===== src/core/pin_sync_if.sv =====
/*
  Bundle of raw and synchronised test pins passed to and from the synchroniser module.
  Assumes one clock domain.
*/
`default_nettype none
interface pin_sync_if #(parameter int W = 32);
  logic [W-1:0] raw;
  logic [W-1:0] sync;
  modport sync_side (input raw, output sync);
  modport user_side (output raw, input sync);
endinterface
`default_nettype wire


===== src/core/pin_sync.sv =====
/*
  Two-flop synchroniser for a bus of independent pin levels.
  Assumes pins are quasi-static levels; no bus coherence is given.
*/
`default_nettype none
module pin_sync #(
  parameter int W = 32
) (
  input wire logic i_sys_clk,
  input wire logic i_rst,
  pin_sync_if.sync_side p
);
  logic [W-1:0] meta_q;
  logic [W-1:0] meta_d;
  logic [W-1:0] sync_q;
  logic [W-1:0] sync_d;
  always_comb begin
    meta_d = p.raw;
    sync_d = meta_q;
  end
  always_ff @(posedge i_sys_clk) begin
    if (i_rst) begin
      meta_q <= '0;
      sync_q <= '0;
    end else begin
      meta_q <= meta_d;
      sync_q <= sync_d;
    end
  end
  assign p.sync = sync_q;
endmodule
`default_nettype wire


===== src/flat_wrapper.sv =====
// flat-port wrapper written by rule: the top's interface ports become plain ports
module pin_sync_flat 
#(
  parameter int W = 32
)
  (i_sys_clk, i_rst, p_raw, p_sync);
  pin_sync_if #(.W(W)) p_i ();
  input wire logic i_sys_clk;
  input wire logic i_rst;
  input wire logic [$bits(p_i.raw)-1:0] p_raw;
  output wire logic [$bits(p_i.sync)-1:0] p_sync;
  assign p_i.raw = p_raw;
  assign p_sync = p_i.sync;
  pin_sync #(.W(W)) u_core (.i_sys_clk(i_sys_clk), .i_rst(i_rst), .p(p_i));
endmodule

===== config.mk =====
export PLATFORM = sky130hd
export DESIGN_NAME = pin_sync_flat
export DESIGN_NICKNAME = d
export VERILOG_FILES = /design/src/core/pin_sync_if.sv /design/src/core/pin_sync.sv /design/src/flat_wrapper.sv
export SDC_FILE = /design/constraint.sdc
export NUM_CORES = 1
export LEC_CHECK = 0
export BUFFER_PORTS_ARGS = -buffer_cell sky130_fd_sc_hd__buf_2
export CAP_MARGIN = 20
export CORE_MARGIN = 4
export CORE_UTILIZATION = 40
export CTS_CLUSTER_SIZE = 8
export DETAILED_ROUTE_END_ITERATION = 8
export PLACE_DENSITY_LB_ADDON = 0.12
export SLEW_MARGIN = 10
export SYNTH_ARGS = -nofsm -noshare
export SYNTH_HDL_FRONTEND = slang
export SYNTH_SLANG_ARGS = --single-unit

===== constraint.sdc =====
create_clock -name i_sys_clk -period 1.7 [get_ports i_sys_clk]
set_input_delay 0.34 -clock i_sys_clk [delete_from_list [all_inputs] [get_ports i_sys_clk]]
set_output_delay 0.34 -clock i_sys_clk [all_outputs]
set_load 0.01 [all_outputs]

# [Word level (Yosys, flattened, before mapping)]
# Index checks and enable logic that the tools add are counted.
[word_totals] out_inout_bits=32 word_cells=2 reg_bits=64 in_bits=34

# [Logic depth before layout (Yosys ltp)]
# Gate-level depths: netlist (run 1).
[depth] word_depth=0 ltp_mapped=3 mapped_depth_nobuf=1

# [Worst setup path after synthesis (run 1)]
# Ideal clock, no wire load.
[synth_timing] kind="input port to flip-flop" from="in i_rst" to="reg u_core.sync_q[10], in the netlist u_core.p.sync[10]" t_required_ps=1586 setup_time_ps=114 stages=3 t_arrival_ps=664 slack_ps=922 n_path_buf=2 cell_sequence="buf_6 > buf_6 > nor2b_2"
[synth_rtl] item="start, declared" line="flat_wrapper.sv:9" rtl="input wire logic i_rst;"
[synth_rtl] item="end signal, assigned" line="pin_sync.sv:27" rtl="sync_q <= sync_d;"
[synth_rtl] item="end, declared" line="pin_sync.sv:15" rtl="logic [W-1:0] sync_q;"
# No word-level cell between the ends.

# [Worst setup path after layout (run 1)]
[layout_timing] from="reg u_core.sync_q[26], in the netlist u_core.p.sync[26]" to="out p_sync[26]"
[layout_rtl] item="end, declared" line="flat_wrapper.sv:11" rtl="output wire logic [$bits(p_i.sync)-1:0] p_sync;"
# No word-level cell between the ends.

==> results of run 1 <==
==> metrics by stage <==
stage	area, um2	util [%]	cells
floorplan	1920	-	135
global placement	2240	49.8	246
detailed placement	2240	49.8	246
CTS	2410	53.5	261
global route	2410	53.5	261
finish	2410	53.5	261
==> power groups by stage <==
stage                     combinational (mW)  sequential, mW  clock [mW]
after detailed placement               0.190            1.62           0
after floorplan                        0.111            1.63           0
final                                  0.186            1.58        1.09
after global routing                   0.206            1.59        1.20
after CTS                              0.191            1.59        1.14
after global placement                 0.184            1.62           0
==> sequential cells by signal, summed over array words and instances, names as in the netlist <==
signal	cells
u_core.p.sync	32
u_core.meta_q	32
==> final cells by class <==
class	count	area, um2
repair buffers	66	348
flip-flops and latches	64	1280
clock buffers	15	166
fillers	426	2090
multi-input cells	64	551
well taps	52	65.1
==> layer usage <==
layer	track usage (%)	wire length [um]	up-vias
li1	-	-	543
met1	10.2	1100	468
met2	18.3	1550	47
met3	8.08	340	6
met4	4.80	39	0
met5	0	0	-
==> kinds of logic after synthesis <==
family	share of synthesized area, %
buffers and inverters	4.50
DFF	66.8
and+or+nand+nor	28.7
==> synth_stat cells <==
master / n
buf_6: 5
nor2b_1: 4
nor2b_2: 60
dfxtp_1: 64
buf_8: 2
==> cells in the final DEF, fill, tap and decap left out <==
master	netlist	routed
nor2b_1	4	4
buf_2	0	64
clkbuf_1	0	4
clkbuf_8	0	11
buf_12	0	1
buf_4	0	1
dfxtp_1	64	64
nor2b_2	60	60
==> path summary, 6_finish.rpt <==
kind / from / to / cells after the start
worst max-delay path: u_core.p.sync[26]$_SDFF_PP0_ / p_sync[26] / 1
worst min-delay path: p_raw[23] / u_core.meta_q[23]$_SDFF_PP0_ / 2
worst max register to register: u_core.meta_q[12]$_SDFF_PP0_ / u_core.p.sync[12]$_SDFF_PP0_ / 1
worst min register to register: u_core.meta_q[6]$_SDFF_PP0_ / u_core.p.sync[6]$_SDFF_PP0_ / 1
==> results.yml, run 1 <==
timing:
  rsz0062_at_grt: "false"
  fin_tns_setup_ps: 0
  drv_slew: 0
  worst_pin_slew_ps: 394
  hold_ws_ps: 225
  hold_violations: 0
  fin_crit_ps: 1110
  max_slew_margin_pct: 73.7
  setup_viol: 0
  clock_skew_ps: 1.37
  fin_ws_ps: 594
  post-route-period-util_pct: 65.1
  fmax_mhz: 904
logic_synthesis:
  yosysWarnings: 0
  yosysTopAreaCell: "dfxtp_1"
  yosys.cell_types.count: 5
  synth_area_leaders: "dfxtp_1 67%, nor2b_2 27%, buf_6 2.9%"
  syn-num-nets: 169
  netlist_area_mm2: 0.00192
  synthCells: 135
  ys_ff_latch: 64
  yosysSeqAreaShare_pct: 66.8
  syn_area_per_cell_um2: 14.2
  synth_top_area_share_pct: 66.8
cts:
  cts_tree: "yes"
  clockBufferDepth: 2
  htreeDepth: 3
  clock_latency_ps: 320
  cts.reportedPaths.clkPinSlew_ps: 60
  cts_buffers: 9
  cts_setup_buffers: 0
  cts-hold-fix-buffers: 0
  ctsResizeCount: 0
  cts.sinks: 64
  root_buffer: "clkbuf_8"
floorplanning:
  die_w_um: 77.2
  start_util_pct: 42.6
  num_rows: 24
  ioPinCount: 66
  die_area_mm2: 0.00597
  die_y_um: 77.2
  core_mm2: 0.00450
setup_path:
  critPathCaptureType: "output pin"
  crit_required_ps: 1360
  start_kind: "flip-flop"
  critPathKind: "flip-flop to output pin"
  max_stage_delay_ps: 320
  crit_path_top_delay_cell: "dfxtp_1"
  critPathBufInv: 1
  crit_chain: "buf_2"
  reg2reg_slack_ps: 1120
  critical-path-top-delay-family: "flip-flops"
  cp_max_fo: 1
  crit_arrival_ps: 770
global_routing:
  grt_pass1_vias: 1129
  grt_use_total_pct: 11.1
  antenna_found_initial: 0
  grt_pass1_wl_mm: 4.96
  grt_max_degree: 65
  grt.overflow.total: 0
power:
  power_density_mw_per_mm2: 1190
  clkPwrFrac_pct: 38.0
  p_leak_nw: 1.11
  power_frac_seq_pct: 55.5
  intPower_mw: 2.28
  p_sw_mw: 0.578
  vdd_drop_max_uv: 747
  p_sw_share_pct: 20.2
  fin_total_pwr_mw: 2.86
  p_comb_share_pct: 6.5
detailed_routing:
  via_per_inst: 4.08
  ant_nets: 0
  first_pass_iters: 4
  via_count: 1064
  drc: 0
  avgRoutedWirePerCell_um: 11.6
  drt_first_iter_violations: 15
  routed_wl_mm: 3.03
cells_and_area:
  final_nets: 239
  diodes: 0
  final_layout_size_suffix_gt1_share_pct: 65.6
  syn2layout_area_growth_pct: 25.7
place:
  post-dp-hpwl_mm: 2.04
  numPortBuffers: 65
  gp_congestion: 0.620
  pre_cts_ws_ps: 682
outcome:
  status: "finished, final reports clean"
job:
  max_cap_viol_count: 0
worst_hold_path:
  hold_path_class: "input pin to flip-flop"
Note: power is estimated with default switching activity, not from simulation.
==> run 2: changes to the inputs <==
Settings changed: ABC_AREA set to 1.
Clock period 1.7 ns to 1 ns, I/O delays scaled along.
==> run 2 against run 1 <==
  * Largest cell class unchanged
  * Largest power group unchanged
  * Worst setup slack lost 550 ps
  * Clock skew is 4.2 ps higher
  * Via count increased by 12%
  * First-iteration DRC count is 87% higher
  * Count of clock-buffer cells in the layout down 4
  * Sequential power up 71%
  * Cell area is 1.7% higher
  * Sequential share of layout area decreased by 0.36 points
==> results.yml, run 2 <==
outcome:
  status: "finished, final reports clean"
timing:
  max_slew_margin_pct: 90.0
  fin_crit_ps: 958
  hold_ws_ps: 81.6
  fmax_mhz: 1040
  drv_slew: 0
  fin_tns_setup_ps: 0
  worst_pin_slew_ps: 149
  hold_violations: 0
  clock_skew_ps: 5.56
  rsz0062_at_grt: "false"
  post-route-period-util_pct: 95.8
  fin_ws_ps: 41.7
  setup_viol: 0
cts:
  clock_latency_ps: 320
  cts_tree: "yes"
  clockBufferDepth: 2
  htreeDepth: 3
  cts.sinks: 64
  cts.reportedPaths.clkPinSlew_ps: 70
  root_buffer: "clkbuf_8"
  cts_setup_buffers: 0
  cts_buffers: 9
worst_hold_path:
  hold_path_class: "input pin to flip-flop"
power:
  power_density_mw_per_mm2: 2180
  vdd_drop_max_uv: 989
  p_leak_nw: 1.35
  fin_total_pwr_mw: 5.35
place:
  gp_congestion: 0.664
  numPortBuffers: 65
  pre_cts_ws_ps: 268
  post-dp-hpwl_mm: 1.80
setup_path:
  start_kind: "flip-flop"
  crit_path_top_delay_cell: "dfxtp_2"
  crit_required_ps: 800
  critical-path-top-delay-family: "flip-flops"
  critPathCaptureType: "output pin"
  crit_chain: "buf_2"
  cp_max_fo: 1
  reg2reg_slack_ps: 510
  critPathKind: "flip-flop to output pin"
  critPathBufInv: 1
  max_stage_delay_ps: 310
  crit_arrival_ps: 760
floorplanning:
  die_y_um: 75.8
  die_w_um: 75.8
  ioPinCount: 66
  num_rows: 24
  die_area_mm2: 0.00575
  core_mm2: 0.00441
  start_util_pct: 41.7
job:
  max_cap_viol_count: 0
global_routing:
  grt_max_degree: 37
  antenna_found_initial: 0
  grt.overflow.total: 0
  grt_pass1_vias: 994
  grt_pass1_wl_mm: 4.11
  grt_use_total_pct: 10.1
logic_synthesis:
  netlist_area_mm2: 0.00184
  syn-num-nets: 233
  yosysWarnings: 0
  yosys.cell_types.count: 4
  ys_ff_latch: 64
  synth_area_leaders: "dfxtp_1 70%, inv_1 13%, nor2_1 13%"
  yosysSeqAreaShare_pct: 69.6
  synthTopCellsByCount: "64 x dfxtp_1, 64 x inv_1, 64 x nor2_1, 7 x buf_6"
  yosysTopAreaCell: "dfxtp_1"
  synth_flop_cell: "dfxtp_1"
  synth_top_area_share_pct: 69.6
  synth_edf_count: 0
  synthCells: 199
  async_flop_share_pct: 0
  syn_area_per_cell_um2: 9.25
detailed_routing:
  first_pass_iters: 3
  drt_first_iter_violations: 28
  avgRoutedWirePerCell_um: 8.14
  via_count: 1187
  ant_nets: 0
  routed_wl_mm: 2.66
  via_per_inst: 3.63
  drc: 0
cells_and_area:
  diodes: 0
  final_nets: 304
  layout_common_cells: "64 x inv_1, 64 x nor2_1, 61 x buf_2, 54 x dfxtp_1"
  syn2layout_area_growth_pct: 33.2
  final_layout_size_suffix_gt1_share_pct: 33.5
## run 2: final cells by class
type	instances	area, um2
Inverter	64	240
Clock inverter	5	80.1
Tap cell	52	65.1
Clock buffer	11	141
Sequential cell	64	1290
Fill cell	408	1960
Multi-Input combinational cell	64	240
Timing Repair Buffer	67	390
## run 2: per-stage QoR
step | std cells | utilization, % | cell area, um2
2_1_floorplan | 199 | - | 1840
3_3_place_gp | 311 | 49.7 | 2190
3_5_place_dp | 311 | 49.7 | 2190
4_1_cts | 327 | 54.7 | 2410
5_1_grt | 327 | 55.5 | 2450
6_report | 327 | 55.5 | 2450
## run 2: cell families after synthesis
| group | Yosys count | share of synthesized area (%) |
|---|---|---|
| buf+inv | 71 | 17.3 |
| flops | 64 | 69.6 |
| simple gates | 64 | 13.1 |
## run 2: worst register-to-register path: stages (launching register included)
cell and delay [ps]:
dfxtp_1 300, inv_1 50, nor2_1 30
## run 2: final timing paths
| path | endpoint | cells after the start | from |
|---|---|---|---|
| worst max-delay path | p_sync[29] | 1 | u_core.p.sync[29]$_SDFF_PP0_ |
| worst min-delay path | u_core.meta_q[31]$_SDFF_PP0_ | 3 | p_raw[31] |
| worst max register to register | u_core.p.sync[23]$_SDFF_PP0_ | 2 | u_core.meta_q[23]$_SDFF_PP0_ |
| worst min register to register | u_core.p.sync[30]$_SDFF_PP0_ | 2 | u_core.meta_q[30]$_SDFF_PP0_ |
## run 2: routing by layer
metal,track usage (%),vias to the layer above,wire length [um]
met4,8.74,0,38
li1,-,671,-
met3,5.28,4,270
met2,13.0,39,1160
met1,12.1,473,1190
met5,0,-,0
## run 2: timing repair
item,4_1_cts,5_1_grt
resized for setup,0,14
setup endpoints to repair,0,10
hold buffers,0,0
## run 2: power breakdown
part / leakage, nW / total, mW / switching, mW / internal, mW
sequential: 0.534 / 2.70 / 0.0272 / 2.67
combinational: 0.708 / 0.294 / 0.150 / 0.144
clock: 0.106 / 2.36 / 0.892 / 1.47
==> run 3: changes to the inputs <==
--- a/config.mk
+++ b/config.mk
@@ -14,4 +14,5 @@
 export DETAILED_ROUTE_END_ITERATION = 8
 export PLACE_DENSITY_LB_ADDON = 0.12
+export SKIP_CTS_REPAIR_TIMING = 1
 export SLEW_MARGIN = 10
 export SYNTH_ARGS = -nofsm -noshare
==> constraint.sdc (replaced) <==
create_clock -name i_sys_clk -period 1 [get_ports i_sys_clk]
set_input_delay 0.1 -clock i_sys_clk [delete_from_list [all_inputs] [get_ports i_sys_clk]]
set_output_delay 0.1 -clock i_sys_clk [all_outputs]
set_load 0.01 [all_outputs]
==> run 3 against run 2 <==
  * The flow now finishes with violations (hold timing)
  * Die area stayed put
  * Sequential power hardly changed
  * Sequential share of layout area is 5.0 points lower
  * Cell area is 9.3% higher
  * First-iteration DRC count is 93% higher
  * Cell count is 8.9% higher
  * Via count is 12% higher
  * Count of clock-buffer cells in the layout stayed put
  * Fmax is 9.3% higher
  * Worst setup slack better by 82 ps
  * Power is 1.6% lower
  * Clock power is 7% lower
  * Largest power group unchanged
  * Highest routed layer unchanged
==> results.yml, run 3 (synthesis results as in run 2) <==
power:
  vdd_drop_max_uv: 988
  intPower_mw: 4.15
  p_comb_share_pct: 7.0
  fin_total_pwr_mw: 5.27
  power_frac_seq_pct: 51.2
  p_sw_mw: 1.11
  p_sw_share_pct: 21.2
  clkPwrFrac_pct: 41.7
  power_density_mw_per_mm2: 1970
  p_leak_nw: 1.45
setup_path:
  crit_chain: "buf_2"
  critPathKind: "flip-flop to output pin"
  startpoint: "u_core.p.sync[23]$_SDFF_PP0_"
  max_stage_delay_ps: 330
  critPathBufInv: 1
  crit_required_ps: 900
  crit_arrival_ps: 780
  start_kind: "flip-flop"
  cp_max_fo: 1
  r2r-start: "u_core.meta_q[0]$_SDFF_PP0_"
  crit_path_top_delay_cell: "dfxtp_1"
  critical-path-top-delay-family: "flip-flops"
  critPathCaptureType: "output pin"
timing:
  drv_slew: 0
  setup_viol: 0
  fin_tns_setup_ps: 0
  fin_ws_ps: 123
  fmax_mhz: 1140
  hold_violations: 1
  worst_pin_slew_ps: 254
  rsz0062_at_grt: "false"
  max_slew_margin_pct: 83.1
  clock_skew_ps: 5.21
  fin_crit_ps: 877
  hold_ws_ps: -6.31
  post-route-period-util_pct: 87.7
cts:
  clockBufferDepth: 2
  cts_tree: "yes"
  clock_latency_ps: 320
  htreeDepth: 3
  cts_buffers: 9
  cts.reportedPaths.clkPinSlew_ps: 60
  root_buffer: "clkbuf_8"
  cts.sinks: 64
worst_hold_path:
  hold_path_startpoint: "p_raw[4]"
  hold_path_class: "input pin to flip-flop"
global_routing:
  grt_pass1_vias: 993
  grt_max_degree: 65
  antenna_found_initial: 0
  grt_pass1_wl_mm: 4.02
  grt_use_total_pct: 10.3
  grt.overflow.total: 0
detailed_routing:
  avgRoutedWirePerCell_um: 8.79
  drc: 0
  ant_nets: 0
  first_pass_iters: 2
  via_count: 1324
  routed_wl_mm: 3.13
  drt_first_iter_violations: 54
  via_per_inst: 3.72
floorplanning:
  ioPinCount: 66
  num_rows: 24
  start_util_pct: 41.7
  die_y_um: 75.8
  die_w_um: 75.8
  die_area_mm2: 0.00575
  core_mm2: 0.00441
cells_and_area:
  final_common_cell: "buf_2"
  instances_no_fill: 356
  fin_area_mm2: 0.00268
  final_nets: 333
  layout_common_cells: "65 x buf_2, 64 x inv_1, 64 x nor2_1, 64 x dfxtp_1, 30 x dlygate4sd3_1"
  final_layout_size_suffix_gt1_share_pct: 27.0
  diodes: 0
  nFillCells: 384
  syn2layout_area_growth_pct: 45.5
place:
  post-dp-hpwl_mm: 1.79
  dpl.cell_count: 310
  numPortBuffers: 65
  gp_congestion: 0.643
  pre_cts_ws_ps: 313
  place_area_mm2: 0.00217
job:
  max_cap_viol_count: 0
outcome:
  status: "complete, but fails checks"
  violations: "hold timing"
[run 3: cell count changes in the layout (fill, tap and decap cells not counted), sizes merged]
cell,before,now
buf,67,66
clkinv,1,2
bufinv,2,1
dlygate4sd3,0,30
[run 3: final timing paths]
| kind | endpoint | slack (ps) | cells past startpoint |
|---|---|---|---|
| max | p_sync[23] | 120 | 1 |
| min | u_core.meta_q[4]$_SDFF_PP0_ | -6 | 3 |
| max reg2reg | u_core.p.sync[0]$_SDFF_PP0_ | 500 | 2 |
| min reg2reg | u_core.p.sync[4]$_SDFF_PP0_ | 400 | 2 |
[run 3: layout make-up]
type / count / area (um2) / area share (%)
clock inverters: 5 / 55.1 / 2.06
repair buffers: 96 / 646 / 24.1
flip-flops and latches: 64 / 1280 / 47.8
well taps: 52 / 65.1 / 2.43
clock buffers: 11 / 151 / 5.65
inverters: 64 / 240 / 8.97
multi-input cells: 64 / 240 / 8.97
[run 3: power by group through the flow]
| stage | registers (mW) | clock network (mW) | logic [mW] |
|---|---|---|---|
| 2_1_floorplan | 2.78 | 0 | 0.143 |
| 3_3_place_gp | 2.75 | 0 | 0.280 |
| 3_5_place_dp | 2.75 | 0 | 0.283 |
| 4_1_cts | 2.70 | 2.27 | 0.285 |
| 5_1_grt | 2.70 | 2.37 | 0.424 |
| 6_report | 2.70 | 2.20 | 0.371 |
[run 3: metrics by stage]
step / utilization, % / hold slack, ps
floorplan: - / 207
global placement: 49.2 / 302
detailed placement: 49.2 / 307
CTS: 53.9 / -45.1
global route: 60.7 / 6.20
finish: 60.7 / -6.31
[run 3: layer usage]
metal | GRT usage, % | wire length, um | part of all wire [%]
met1 | 10.7 | 1340 | 43
met2 | 15.3 | 1520 | 49
met3 | 4.49 | 202 | 6.5
met4 | 9.90 | 60 | 1.9
met5 | 0 | 0 | 0
